===== src/rtl/flash_host_defs.svh =====
// Purpose: Offsets, fields, command codes and timing counts for the flash host controller
// Assumes: 250 MHz pclk
// Notes:   Definitions only
`ifndef FLASH_HOST_DEFS_SVH
`define FLASH_HOST_DEFS_SVH

// Register byte offsets
`define REG_CTRL    8'h00
`define REG_ADDR    8'h04
`define REG_WDATA   8'h08
`define REG_STATUS  8'h0C
`define REG_RDATA   8'h10
`define REG_BUF     8'h14

// Control field positions
`define CTRL_OP_LSB 0
`define CTRL_OP_MSB 3
`define CTRL_START  4
`define CTRL_VPEN   5
`define CTRL_HV     6
`define CTRL_RST    7
`define CTRL_WORD   8
`define CTRL_RESET  9'h000

// Command codes written on the low byte
`define CMD_ARRAY   8'hFF
`define CMD_IDENT   8'h90
`define CMD_QUERY   8'h98
`define CMD_CLRST   8'h50
`define CMD_PROG    8'h40
`define CMD_ERASE   8'h20
`define CMD_CONFIRM 8'hD0
`define CMD_BUFWR   8'hE8
`define CMD_SUSP    8'hB0
`define CMD_LOCK    8'h60
`define CMD_MLOCK   8'hF1

// Buffered write count limits
`define N_MAX_BYTE  5'h1F
`define N_MAX_WORD  5'h0F

// Pin timing, in ns, and derived pclk counts (least times round up)
`define CLK_NS      4
`define T_WP_NS     70
`define T_WPH_NS    30
`define T_ACC_NS    150
`define T_WP_CYC    ((`T_WP_NS + `CLK_NS - 1) / `CLK_NS)
`define T_WPH_CYC   ((`T_WPH_NS + `CLK_NS - 1) / `CLK_NS)
`define T_ACC_CYC   ((`T_ACC_NS + `CLK_NS - 1) / `CLK_NS)

`endif


===== src/rtl/flash_host_pkg.sv =====
// Purpose: Types shared by the flash host controller
// Assumes: Nothing
// Notes:   One-hot bus states
package flash_host_pkg;

    typedef enum logic [4:0] {
        ST_IDLE   = 5'h01,
        ST_SETUP  = 5'h02,
        ST_STROBE = 5'h04,
        ST_READ   = 5'h08,
        ST_RECOV  = 5'h10
    } bus_state_t;

    typedef enum logic [3:0] {
        OP_ARRAY = 4'h0,
        OP_IDENT = 4'h1,
        OP_QUERY = 4'h2,
        OP_CLRST = 4'h3,
        OP_PROG  = 4'h4,
        OP_ERASE = 4'h5,
        OP_BUFWR = 4'h6,
        OP_MLOCK = 4'h7,
        OP_READ  = 4'h8,
        OP_SUSP  = 4'h9
    } op_t;

    typedef enum logic [1:0] {
        MODE_ARRAY  = 2'h0,
        MODE_IDENT  = 2'h1,
        MODE_QUERY  = 2'h2,
        MODE_STATUS = 2'h3
    } mode_t;

endpackage : flash_host_pkg


===== src/rtl/wbuf_mem.sv =====
// Purpose: Staging memory for buffered write data
// Assumes: One write and one read port, same clock
// Notes:   Read data is registered, one cycle after the address
`timescale 1ns/1ns
`default_nettype none

module wbuf_mem #(
    parameter int DEPTH = 32,
    parameter int WIDTH = 16,
    parameter int AW    = 5
) (
    input  wire logic             pclk,     // Clock
    input  wire logic             wr_en,    // Write strobe
    input  wire logic [AW-1:0]    wr_addr,  // Write index
    input  wire logic [WIDTH-1:0] wr_data,  // Write data
    input  wire logic [AW-1:0]    rd_addr,  // Read index
    output var  logic [WIDTH-1:0] rd_data_r // Registered read data
);

    logic [WIDTH-1:0] mem [DEPTH];

    // Storage and registered read
    always_ff @(posedge pclk) begin
        if (wr_en) begin
            mem[wr_addr] <= wr_data;
        end
        rd_data_r <= mem[rd_addr];
    end

endmodule : wbuf_mem

`default_nettype wire


===== src/rtl/flash_host_ctrl.sv =====
// Purpose: APB-programmed host that drives a NOR flash command interface
// Assumes: Flash pins synchronous to pclk; device timing met by the counts in the defs header
// Notes:   One operation at a time; software polls status for completion
`timescale 1ns/1ns
`default_nettype none
`include "flash_host_defs.svh"

// Notes on behaviour
// RL1 - With program supply low, only reads; every modifying operation is refused.
// RL2 - With program supply high, erase, program and lock operations are also allowed.
// RL3 - Commands are writes of a code at any address; FF array, 50 clear status.
// RL4 - After 90, reads return identifier codes selected by the identifier address.
// RL5 - After 98, reads return query entries selected by the query address.
// RL6 - Program setup is 40 or 10, then address and data follow.
// RL7 - Program data and address are latched on the write strobe rising edge.
// RL8 - Buffered write gives count N, then N+1 data; N to 1F byte, 0F word.
// RL9 - Confirm D0 follows exactly N+1 buffer data writes, then programming starts.
// RL10 - Any other code in the confirm slot aborts the buffered write.
// RL11 - Block erase is 20 then D0 in the block; erasing waits for confirm.
// RL12 - After E8, read extended status and see a free buffer before the count.
// RL13 - Erase or program of a locked block fails without reset-pin override voltage.
// RL14 - Master lock is 60 then F1, performed only with reset-pin override voltage.
// RL15 - Block lock needs override only when the master lock bit is set.
// RL16 - Clear lock bits clears all at once; override needed only if master set.
// RL17 - In sixteen-bit operation the upper byte of command writes is ignored.
// RL18 - While the device is busy, reads give only the ready bit on line 7.
// RL19 - Device enters read array mode at power-up and on leaving reset.
// RL20 - Read array mode holds until another command is written.
// RL21 - Read array is ignored while an operation runs unless erase is suspended.
// RL22 - Read array is accepted at any supply level and either reset-pin level.
module flash_host_ctrl
    import flash_host_pkg::*;
#(
    parameter int AW = 24
) (
    input  wire logic          pclk,       // Clock, 250 MHz
    input  wire logic          presetn,    // Async reset, active low
    input  wire logic          psel,       // APB select
    input  wire logic          penable,    // APB enable
    input  wire logic          pwrite,     // APB direction
    input  wire logic [7:0]    paddr,      // APB byte address
    input  wire logic [31:0]   pwdata,     // APB write data
    output var  logic [31:0]   prdata_r,   // APB read data
    output var  logic          pready_r,   // APB ready
    output var  logic          pslverr_r,  // APB error
    output var  logic [AW-1:0] fl_addr_r,  // Flash address
    output var  logic [15:0]   fl_dq_o_r,  // Flash data out
    output var  logic          fl_dq_oe_r, // Flash data drive enable
    input  wire logic [15:0]   fl_dq_i,    // Flash data in
    output var  logic          fl_ce_n_r,  // Chip enable, low active
    output var  logic          fl_we_n_r,  // Write strobe, low active
    output var  logic          fl_oe_n_r,  // Output enable, low active
    output var  logic          reset_powerdown_pin_n_r, // Reset/power-down, low active
    output var  logic          override_high_voltage_r, // Request override level on reset pin
    output var  logic          program_enable_supply_r, // Switch program supply to high level
    output var  logic          fl_word_r   // Sixteen-bit bus select
);
    import flash_host_pkg::*;

    ////////////////////////////////////////////////////////////////////////////////
    // Register and sequencer state
    logic [8:0]    ctrl_r, ctrl_nxt;
    logic [AW-1:0] addr_r, addr_nxt;
    logic [15:0]   wdata_r, wdata_nxt;
    logic [15:0]   rdata_r, rdata_nxt;
    logic [4:0]    bufptr_r, bufptr_nxt;
    logic          go_r, go_nxt, refused_r, refused_nxt, xsr_ok_r, xsr_ok_nxt;
    logic [31:0]   prdata_nxt;
    logic          pready_nxt, pslverr_nxt;
    bus_state_t    st_r, st_nxt;
    op_t           op_r, op_nxt;
    mode_t         mode_r, mode_nxt;
    logic [2:0]    step_r, step_nxt;
    logic [5:0]    cnt_r, cnt_nxt, tmr_r, tmr_nxt;
    logic [AW-1:0] fl_addr_nxt;
    logic [15:0]   fl_dq_o_nxt, buf_rd;
    logic          fl_dq_oe_nxt, fl_ce_n_nxt, fl_we_n_nxt, fl_oe_n_nxt;
    logic          busy, buf_we, cyc_rd, cyc_last, modifying;
    logic [7:0]    cyc_code;
    logic [4:0]    n_cnt;

    assign busy  = (st_r != ST_IDLE) || go_r;
    assign n_cnt = wdata_r[4:0];

    ////////////////////////////////////////////////////////////////////////////////
    // APB slave: ready one cycle into the access phase, write at the ready edge
    always_comb begin
        ctrl_nxt    = ctrl_r;
        addr_nxt    = addr_r;
        wdata_nxt   = wdata_r;
        bufptr_nxt  = bufptr_r;
        go_nxt      = 1'b0;
        buf_we      = 1'b0;
        pready_nxt  = 1'b0;
        prdata_nxt  = prdata_r;
        pslverr_nxt = 1'b0;
        if (psel && penable && !pready_r) begin
            pready_nxt = 1'b1;
            prdata_nxt = 32'h0000_0000;
            case (paddr)
                `REG_CTRL:   prdata_nxt = {23'h0, ctrl_r};
                `REG_ADDR:   prdata_nxt = 32'(addr_r);
                `REG_WDATA:  prdata_nxt = {16'h0, wdata_r};
                `REG_STATUS: prdata_nxt = {24'h0, bufptr_r[2:0], mode_r, xsr_ok_r, refused_r, busy};
                `REG_RDATA:  prdata_nxt = {16'h0, rdata_r};
                `REG_BUF:    prdata_nxt = {27'h0, bufptr_r};
                default:     pslverr_nxt = 1'b1;
            endcase
            // Start while busy is answered with an error and dropped
            if (pwrite && paddr == `REG_CTRL && pwdata[`CTRL_START] && busy) begin
                pslverr_nxt = 1'b1;
            end
        end else if (psel && penable && pready_r && pwrite && !pslverr_r) begin
            case (paddr)
                `REG_CTRL: begin
                    ctrl_nxt = pwdata[8:0] & 9'h1EF;
                    go_nxt   = pwdata[`CTRL_START];
                end
                `REG_ADDR:  addr_nxt  = pwdata[AW-1:0];
                `REG_WDATA: wdata_nxt = pwdata[15:0];
                `REG_BUF: begin
                    buf_we     = 1'b1;
                    bufptr_nxt = bufptr_r + 5'h01;
                end
                default: ;
            endcase
        end
        // A finished buffered write rewinds the staging pointer
        if (st_r == ST_RECOV && op_r == OP_BUFWR && cyc_last && tmr_r == 6'h00) begin
            bufptr_nxt = 5'h00;
        end
    end

    always_ff @(posedge pclk or negedge presetn) begin
        if (!presetn) begin
            ctrl_r    <= `CTRL_RESET;
            addr_r    <= '0;
            wdata_r   <= 16'h0000;
            bufptr_r  <= 5'h00;
            go_r      <= 1'b0;
            pready_r  <= 1'b0;
            prdata_r  <= 32'h0000_0000;
            pslverr_r <= 1'b0;
        end else begin
            ctrl_r    <= ctrl_nxt;
            addr_r    <= addr_nxt;
            wdata_r   <= wdata_nxt;
            bufptr_r  <= bufptr_nxt;
            go_r      <= go_nxt;
            pready_r  <= pready_nxt;
            prdata_r  <= prdata_nxt;
            pslverr_r <= pslverr_nxt;
        end
    end

    // Buffered write data staging
    wbuf_mem #(.DEPTH(32), .WIDTH(16), .AW(5)) u_wbuf (
        .pclk      (pclk),
        .wr_en     (buf_we),
        .wr_addr   (bufptr_r),
        .wr_data   (pwdata[15:0]),
        .rd_addr   (cnt_nxt[4:0]),   // Ahead of cnt_r, word ready at setup
        .rd_data_r (buf_rd)
    );

    ////////////////////////////////////////////////////////////////////////////////
    // What the current bus cycle is, from operation and step
    always_comb begin
        cyc_rd   = 1'b0;
        cyc_last = 1'b1;
        cyc_code = `CMD_ARRAY;
        case (op_r)
            OP_ARRAY: cyc_code = `CMD_ARRAY;                          // see RL3
            OP_CLRST: cyc_code = `CMD_CLRST;                          // see RL3
            OP_SUSP:  cyc_code = `CMD_SUSP;
            OP_READ:  cyc_rd   = 1'b1;
            OP_IDENT: begin                                           // see RL4
                cyc_code = `CMD_IDENT;
                cyc_rd   = (step_r != 3'd0);
                cyc_last = (step_r != 3'd0);
            end
            OP_QUERY: begin                                           // see RL5
                cyc_code = `CMD_QUERY;
                cyc_rd   = (step_r != 3'd0);
                cyc_last = (step_r != 3'd0);
            end
            OP_PROG: begin                                            // see RL6
                cyc_code = (step_r == 3'd0) ? `CMD_PROG : wdata_r[7:0];
                cyc_last = (step_r != 3'd0);
            end
            OP_ERASE: begin                                           // see RL11
                cyc_code = (step_r == 3'd0) ? `CMD_ERASE : `CMD_CONFIRM;
                cyc_last = (step_r != 3'd0);
            end
            OP_MLOCK: begin                                           // see RL14
                cyc_code = (step_r == 3'd0) ? `CMD_LOCK : `CMD_MLOCK;
                cyc_last = (step_r != 3'd0);
            end
            OP_BUFWR: begin                                           // see RL8
                cyc_rd   = (step_r == 3'd1);
                cyc_last = (step_r == 3'd4);
                cyc_code = (step_r == 3'd0) ? `CMD_BUFWR :
                           (step_r == 3'd2) ? {3'h0, n_cnt} : `CMD_CONFIRM;
            end
            default: ;
        endcase
    end

    // Operations that change the array or lock bits
    assign modifying = (op_t'(ctrl_r[3:0]) inside {OP_PROG, OP_ERASE, OP_BUFWR, OP_MLOCK});

    ////////////////////////////////////////////////////////////////////////////////
    // Pin sequencer: setup, strobe or read access, recovery
    always_comb begin
        st_nxt = st_r;  op_nxt = op_r;  step_nxt = step_r;  cnt_nxt = cnt_r;
        tmr_nxt = tmr_r;  mode_nxt = mode_r;  rdata_nxt = rdata_r;
        refused_nxt = refused_r;  xsr_ok_nxt = xsr_ok_r;
        fl_addr_nxt = fl_addr_r;  fl_dq_o_nxt = fl_dq_o_r;  fl_dq_oe_nxt = fl_dq_oe_r;
        fl_ce_n_nxt = fl_ce_n_r;  fl_we_n_nxt = fl_we_n_r;  fl_oe_n_nxt = fl_oe_n_r;
        case (st_r)
            ST_IDLE: begin
                if (go_r) begin
                    op_nxt      = op_t'(ctrl_r[3:0]);
                    step_nxt    = 3'd0;
                    cnt_nxt     = 6'h00;
                    xsr_ok_nxt  = 1'b0;
                    refused_nxt = 1'b0;
                    // Refuse modifying work without the high supply (see RL1, RL2),
                    // master lock without override (see RL14), an oversize count (see RL8),
                    // and anything while the device is held in reset
                    if ((modifying && !ctrl_r[`CTRL_VPEN]) || ctrl_r[`CTRL_RST] ||
                        (ctrl_r[3:0] == OP_MLOCK && !ctrl_r[`CTRL_HV]) ||
                        (ctrl_r[3:0] == OP_BUFWR &&
                         n_cnt > (ctrl_r[`CTRL_WORD] ? `N_MAX_WORD : `N_MAX_BYTE)) ||
                        ctrl_r[3:0] > OP_SUSP) begin
                        refused_nxt = 1'b1;
                    end else begin
                        st_nxt = ST_SETUP;
                    end
                end
            end
            ST_SETUP: begin
                fl_ce_n_nxt = 1'b0;
                fl_addr_nxt = addr_r + ((op_r == OP_BUFWR && step_r == 3'd3) ? AW'(cnt_r) : '0);
                if (cyc_rd) begin
                    fl_dq_oe_nxt = 1'b0;
                    fl_oe_n_nxt  = 1'b0;
                    tmr_nxt      = 6'(`T_ACC_CYC - 1);
                    st_nxt       = ST_READ;
                end else begin
                    // Upper byte zero on command writes (see RL17); data words pass whole
                    fl_dq_o_nxt  = {8'h00, cyc_code};                      // see RL3
                    if (op_r == OP_PROG && step_r == 3'd1) begin
                        fl_dq_o_nxt = wdata_r;                             // see RL7
                    end
                    if (op_r == OP_BUFWR && step_r == 3'd3) begin
                        fl_dq_o_nxt = buf_rd;
                    end
                    fl_dq_oe_nxt = 1'b1;
                    fl_we_n_nxt  = 1'b0;
                    tmr_nxt      = 6'(`T_WP_CYC - 1);
                    st_nxt       = ST_STROBE;
                end
            end
            ST_STROBE: begin
                tmr_nxt = tmr_r - 6'h01;
                if (tmr_r == 6'h00) begin
                    // Rising strobe edge latches address and data in the device (see RL7)
                    fl_we_n_nxt = 1'b1;
                    tmr_nxt     = 6'(`T_WPH_CYC - 1);
                    st_nxt      = ST_RECOV;
                    // Track device read mode (see RL20)
                    case (cyc_code)
                        `CMD_ARRAY: mode_nxt = MODE_ARRAY;
                        `CMD_IDENT: mode_nxt = MODE_IDENT;
                        `CMD_QUERY: mode_nxt = MODE_QUERY;
                        default:    mode_nxt = MODE_STATUS;
                    endcase
                end
            end
            ST_READ: begin
                tmr_nxt = tmr_r - 6'h01;
                if (tmr_r == 6'h00) begin
                    rdata_nxt = ctrl_r[`CTRL_WORD] ? fl_dq_i : {8'h00, fl_dq_i[7:0]};
                    // Status poll: only line 7 is driven while busy (see RL18, RL12)
                    if (op_r == OP_BUFWR) begin
                        xsr_ok_nxt = fl_dq_i[7];
                    end
                    fl_oe_n_nxt = 1'b1;
                    tmr_nxt     = 6'(`T_WPH_CYC - 1);
                    st_nxt      = ST_RECOV;
                end
            end
            ST_RECOV: begin
                tmr_nxt = tmr_r - 6'h01;
                if (tmr_r == 6'h00) begin
                    fl_ce_n_nxt  = 1'b1;
                    fl_dq_oe_nxt = 1'b0;
                    st_nxt       = cyc_last ? ST_IDLE : ST_SETUP;
                    step_nxt     = step_r + 3'd1;
                    if (op_r == OP_BUFWR && step_r == 3'd1 && !xsr_ok_r) begin
                        step_nxt = 3'd0;                                   // see RL12
                    end
                    if (op_r == OP_BUFWR && step_r == 3'd3) begin
                        cnt_nxt = cnt_r + 6'h01;
                        // Confirm only after exactly N+1 data words (see RL9, RL10)
                        step_nxt = (cnt_r[4:0] == n_cnt) ? 3'd4 : 3'd3;
                    end
                end
            end
            default: st_nxt = ST_IDLE;
        endcase
        // Holding the device in reset returns it to array mode (see RL19)
        if (ctrl_r[`CTRL_RST]) begin
            mode_nxt = MODE_ARRAY;
        end
    end

    always_ff @(posedge pclk or negedge presetn) begin
        if (!presetn) begin
            st_r <= ST_IDLE;  op_r <= OP_ARRAY;  mode_r <= MODE_ARRAY;
            step_r <= 3'd0;  cnt_r <= 6'h00;  tmr_r <= 6'h00;  rdata_r <= 16'h0000;
            refused_r <= 1'b0;  xsr_ok_r <= 1'b0;
            fl_addr_r <= '0;  fl_dq_o_r <= 16'h0000;  fl_dq_oe_r <= 1'b0;
            fl_ce_n_r <= 1'b1;  fl_we_n_r <= 1'b1;  fl_oe_n_r <= 1'b1;
            reset_powerdown_pin_n_r <= 1'b0;  override_high_voltage_r <= 1'b0;
            program_enable_supply_r <= 1'b0;  fl_word_r <= 1'b0;
        end else begin
            st_r <= st_nxt;  op_r <= op_nxt;  mode_r <= mode_nxt;
            step_r <= step_nxt;  cnt_r <= cnt_nxt;  tmr_r <= tmr_nxt;  rdata_r <= rdata_nxt;
            refused_r <= refused_nxt;  xsr_ok_r <= xsr_ok_nxt;
            fl_addr_r <= fl_addr_nxt;  fl_dq_o_r <= fl_dq_o_nxt;  fl_dq_oe_r <= fl_dq_oe_nxt;
            fl_ce_n_r <= fl_ce_n_nxt;  fl_we_n_r <= fl_we_n_nxt;  fl_oe_n_r <= fl_oe_n_nxt;
            reset_powerdown_pin_n_r <= !ctrl_r[`CTRL_RST];
            override_high_voltage_r <= ctrl_r[`CTRL_HV];
            program_enable_supply_r <= ctrl_r[`CTRL_VPEN];
            fl_word_r               <= ctrl_r[`CTRL_WORD];
        end
    end

    ////////////////////////////////////////////////////////////////////////////////
    // Checks on the pin sequence
    a_cmd_upper_zero: assert property (@(posedge pclk) disable iff (!presetn) // see RL17
        (!fl_we_n_r && op_r != OP_PROG && !(op_r == OP_BUFWR && step_r == 3'd3)) |-> fl_dq_o_r[15:8] == 8'h00)
        else $error("command write drives upper byte");
    a_modify_needs_supply: assert property (@(posedge pclk) disable iff (!presetn) // see RL1
        ($fell(fl_we_n_r) && op_r inside {OP_PROG, OP_ERASE, OP_BUFWR, OP_MLOCK}) |-> program_enable_supply_r)
        else $error("modifying write without high program supply");
    a_mlock_override: assert property (@(posedge pclk) disable iff (!presetn) // see RL14
        (!fl_we_n_r && op_r == OP_MLOCK && step_r == 3'd1) |-> fl_dq_o_r[7:0] == `CMD_MLOCK && override_high_voltage_r)
        else $error("master lock confirm without override");
    a_erase_confirm: assert property (@(posedge pclk) disable iff (!presetn) // see RL11
        (!fl_we_n_r && op_r == OP_ERASE && step_r == 3'd1) |-> fl_dq_o_r[7:0] == `CMD_CONFIRM && fl_addr_r == addr_r)
        else $error("erase confirm wrong code or block");
    a_buf_exact_count: assert property (@(posedge pclk) disable iff (!presetn) // see RL9
        (st_r == ST_SETUP && op_r == OP_BUFWR && step_r == 3'd4) |-> cnt_r == 6'(n_cnt) + 6'h01)
        else $error("buffer confirm after wrong number of data writes");
    a_buf_word_limit: assert property (@(posedge pclk) disable iff (!presetn) // see RL8
        (st_r == ST_SETUP && op_r == OP_BUFWR && step_r == 3'd2 && fl_word_r) |-> n_cnt <= `N_MAX_WORD)
        else $error("word mode count above limit");
    a_buf_after_xsr: assert property (@(posedge pclk) disable iff (!presetn) // see RL12
        (op_r == OP_BUFWR && $changed(step_r) && step_r == 3'd2) |-> xsr_ok_r)
        else $error("count sent before buffer available");
    a_strobe_width: assert property (@(posedge pclk) disable iff (!presetn) // see RL7
        $fell(fl_we_n_r) |-> !fl_we_n_r ##17 !fl_we_n_r ##1 fl_we_n_r)
        else $error("write strobe width wrong");
    a_reset_array: assert property (@(posedge pclk) disable iff (!presetn) // see RL19
        ctrl_r[`CTRL_RST] |=> mode_r == MODE_ARRAY)
        else $error("mode not array under device reset");
    a_apb_ready: assert property (@(posedge pclk) disable iff (!presetn)
        (psel && penable && !pready_r) |=> pready_r ##1 !pready_r)
        else $error("apb ready not a single cycle after access");

endmodule : flash_host_ctrl

`default_nettype wire


===== config.mk =====
export PLATFORM = sky130hd
export DESIGN_NAME = flash_host_ctrl
export DESIGN_NICKNAME = d
export VERILOG_FILES = /design/src/rtl/flash_host_pkg.sv /design/src/rtl/wbuf_mem.sv /design/src/rtl/flash_host_ctrl.sv
export VERILOG_INCLUDE_DIRS = /design/src /design/src/rtl
export SDC_FILE = /design/constraint.sdc
export NUM_CORES = 1
export LEC_CHECK = 0
export BUFFER_PORTS_ARGS = -buffer_cell sky130_fd_sc_hd__buf_4
export CORE_ASPECT_RATIO = 0.75
export CORE_MARGIN = 8
export CORE_UTILIZATION = 40
export DETAILED_ROUTE_END_ITERATION = 8
export SYNTH_ARGS = -nofsm -noshare
export SYNTH_HDL_FRONTEND = slang
export SYNTH_SLANG_ARGS = --single-unit

===== constraint.sdc =====
create_clock -name pclk -period 4.65 [get_ports pclk]
set_clock_uncertainty 0.15 [all_clocks]
set_input_delay 0.93 -clock pclk [delete_from_list [all_inputs] [get_ports pclk]]
set_output_delay 0.93 -clock pclk [all_outputs]
set_load 0.02 [all_outputs]

==> flow_summary.yaml <==
status:
  status: "complete, no violations"
synth:
  synthCells: 2453
  synth_top_family_by_area: "simple AND/OR/NAND/NOR gates"
  async_reset_ff_share_pct: 24.6
  ys_ff_latch: 700
  synth_top_flop_cell: "edfxtp_1"
  synth_top_area_cell: "edfxtp_1"
  synth.mux.area_fraction_pct: 3.88
  synth_cell_types: 77
  synth_top_area_share_pct: 51.9
  syn_area_um2: 29600
  synth_area_leaders: "edfxtp_1 (52%), dfrtp_1 (14%), nand2_1 (7.8%), nand3_1 (3.5%), mux2_2 (2.4%)"
  ys_seq_area_share_pct: 67.5
  synthXorXnorAreaFrac_pct: 0.946
  synth_compound_area_share_pct: 7.33
  synth_edf_count: 512
  yosys.area_share.simple_pct: 16.4
  syn_avg_cell_area_um2: 12.1
  synth-adder-area-share_pct: 0.946
  yosys_warnings: 0
sta:
  worstMarginPinSlew_ns: 1.19
  timing.fmax_mhz: 230
  slew_headroom_pct: 18.8
  fin_crit_sh_pct: 93.5
  rsz0062_at_grt: "no"
  drv_slew: 0
  setup_violations: 0
  setup_ws_ns: 0.301
  fin_crit_ns: 4.35
  finalSetupTns_ns: 0
  finalHoldViolCount: 0
setup_path:
  cpPeakStageDelay_ns: 1.05
  cp-start-kind: "register"
  cpMaxStageDelayCell: "a2111oi_0"
  crit_type: "register to register"
  crit_top_cell: "buf_4"
  cp-end-kind: "register"
  worstPathMaxFanout: 80
  crit_chain: "and4bb_2 -> nand2_1 -> buf_4 -> o311ai_0 -> and3_4 -> clkinv_2 -> buf_12 -> a2111oi_0 -> buf_4 -> nor3_1 -> o211ai_1"
  required_ns: 5.03
  arrival_ns: 4.72
global_route:
  grt_antenna_before_repair: 0
  track_usage_pct: 19.3
  grt_pass1_vias: 19939
  overflow: 0
  grt_max_degree: 137
  grt_pass1_wl_mm: 124
floorplan:
  die_w_um: 330
  coreArea_um2: 73400
  initial_core_util_pct: 40.4
  die-area_um2: 83100
  die_y_um: 252
  num_rows: 86
  ioPinCount: 143
power_and_ir_drop:
  switching_share_pct: 20.0
  peakVddDrop_mv: 0.233
  power_density_nw_per_um2: 371
  p_comb_share_pct: 1.5
  seq_power_share_pct: 53.1
  pwr-share-clk_pct: 45.4
  intPower_uw: 10100
  p_leak_uw: 0.0132
  switchingPower_uw: 2530
clock_tree:
  post_cts_buffers: 0
  clkLatencyLatePin_ns: 0.62
  hold_buffers: 0
  ctsRootBufferMaster: "clkbuf_16"
  cts.reportedPaths.clkPinSlew_ns: 0.07
  cts_buffer_depth: 3
  h-tree-depth: 3
  clock-sinks: 700
  cts_tree: "yes"
  cts_resized: 0
  numCtsBuffers: 70
placed_design:
  dpl_worst_slack_ns: 0.389
  routabilityCongestion: 0.856
  hpwl_mm: 52.5
  port_buffers: 126
route:
  route.detailed.drc: 0
  drt-pass1-iter-count: 6
  postRouteAntennaNets: 0
  wl_per_cell_um: 22.5
  routed_via_density: 5.58
  initialDrtViolationCount: 2176
  vias: 20180
  routed_wl_mm: 81.5
final_layout:
  fillers: 6546
  fin_nets: 2673
  area_growth_pct: 15.3
  seq_area_um2: 20000
  multi_input_area_um2: 8800
  drive_gt1_share_pct: 15.7
  n_antenna_cell: 0
run:
  maxCapViolCount: 0
hold_path:
  hold_path_class: "input port to async pin"
power groups by stage:
| stage | logic, uW | registers [uW] | clock network (uW) |
|---|---|---|---|
| after global placement | 186 | 6850 | 0 |
| after floorplan | 37.1 | 6850 | 0 |
| after detailed placement | 192 | 6850 | 0 |
| after CTS | 192 | 6720 | 5850 |
| after global routing | 207 | 6720 | 6090 |
| final | 188 | 6720 | 5750 |
layout by cell type (no fill, tap or decap), types with 8 or more instances in the layout:
cell type	instances
mux2_2	64
clkinv_2	14
mux2i_1	43
xnor2_1	19
a21oi_1	60
a311oi_1	46
a311o_1	16
nand2_1	615
buf_4	205
clkbuf_1	13
nand3_1	207
inv_1	23
and3_1	68
o22ai_1	8
ha_1	20
nor2_1	100
buf_12	8
nor3_1	26
dfrtp_1	168
dfxtp_1	16
clkinv_1	8
edfxtp_1	512
a221oi_1	8
nand4_1	10
xor2_1	13
o21ai_0	81
conb_1	8
clkbuf_8	10
clkbuf_16	71
a211o_1	11
a31oi_1	11
area by class of cell:
type                            count  share of cell area (%)
Sequential cell                   700                    58.6
Multi-Input combinational cell   1578                    25.8
Clock buffer                       94                    5.75
Timing Repair Buffer              214                    5.01
Tap cell                          968                    3.55
Clock inverter                     34                    1.07
Inverter                           27                   0.315
final timing paths:
path | startpoint | endpoint | slack (ns) | depth (start not counted)
max | op_r[2] | u_wbuf.rd_data_r[7] | 0.30 | 11
min | presetn | op_r[0] | 0.24 | 1
max reg2reg | op_r[2] | u_wbuf.rd_data_r[7] | 0.30 | 11
min reg2reg | fl_oe_n_r | fl_oe_n_r | 0.31 | 2
max in group asynchronous | presetn | st_r[0] | 3.06 | 2
min in group pclk | fl_oe_n_r | fl_oe_n_r | 0.31 | 2
cells in the mapped netlist, types with 7 or more instances:
cell	count
dfrtp_1	168
mux2_2	64
nor2b_1	8
nor3_1	27
buf_1	9
nand2_1	615
a211o_1	11
a311oi_1	46
a31oi_1	12
nor2_1	100
buf_2	63
a21oi_1	60
edfxtp_1	512
clkbuf_1	57
or2_2	7
nand3_1	207
a221oi_1	8
ha_1	20
nand2b_1	7
inv_1	23
or3_1	7
a311o_1	16
nand4_1	10
xor2_1	13
o21ai_0	81
dfxtp_1	16
mux2i_1	43
buf_4	20
and3_1	68
o22ai_1	8
xnor2_1	19
registers in the layout, summed over array words and instances (netlist names), 3 cells and up:
signal and count:
addr_r 24, u_wbuf.rd_data_r 16, tmr_r 6, op_r 4, prdata_r 24, step_r 3, fl_dq_o_r 16, st_r 5
ctrl_r 8, wdata_r 16, u_wbuf.mem 512, rdata_r 16, fl_addr_r 24, cnt_r 6, bufptr_r 5
kinds of logic after synthesis:
logic type	after synthesis
AO/OA/AOI/OAI	314
AND/OR/NAND/NOR	1095
multiplexers	107
other	1
flip-flops	700
XOR/XNOR	32
adder cells (fa/ha/maj)	22
buffers and inverters	182
stage by stage:
| stage | instance area, um^2 | total power [uW] | std cells | hold slack, ns | utilization, % |
|---|---|---|---|---|---|
| 3_5_place_dp | 31800 | 7040 | 3487 | 0.304 | 43.4 |
| 6_report | 34200 | 12700 | 3615 | 0.243 | 46.6 |
| 2_1_floorplan | 29700 | 6890 | 2460 | 0.228 | - |
| 5_1_grt | 34200 | 13000 | 3615 | 0.307 | 46.6 |
| 3_3_place_gp | 31800 | 7030 | 3487 | 0.300 | 43.4 |
| 4_1_cts | 34200 | 12800 | 3615 | 0.271 | 46.6 |
worst max-delay path, delay by kind of cell, from the launching register on:
kind / cells / cell delay [ns]
AOI/OAI and AO/OA: 3 / 1.55
and+or+nand+nor: 4 / 1.07
buffers and inverters: 4 / 0.86
DFF: 1 / 0.61
metal layers:
| layer | track usage, % | share of wire [%] |
|---|---|---|
| met1 | 28.3 | 45 |
| met2 | 30.1 | 46 |
| met3 | 3.22 | 6.8 |
| met4 | 4.40 | 1.7 |
| met5 | 0 | 0 |
Note: power is estimated with default switching activity, not from simulation.
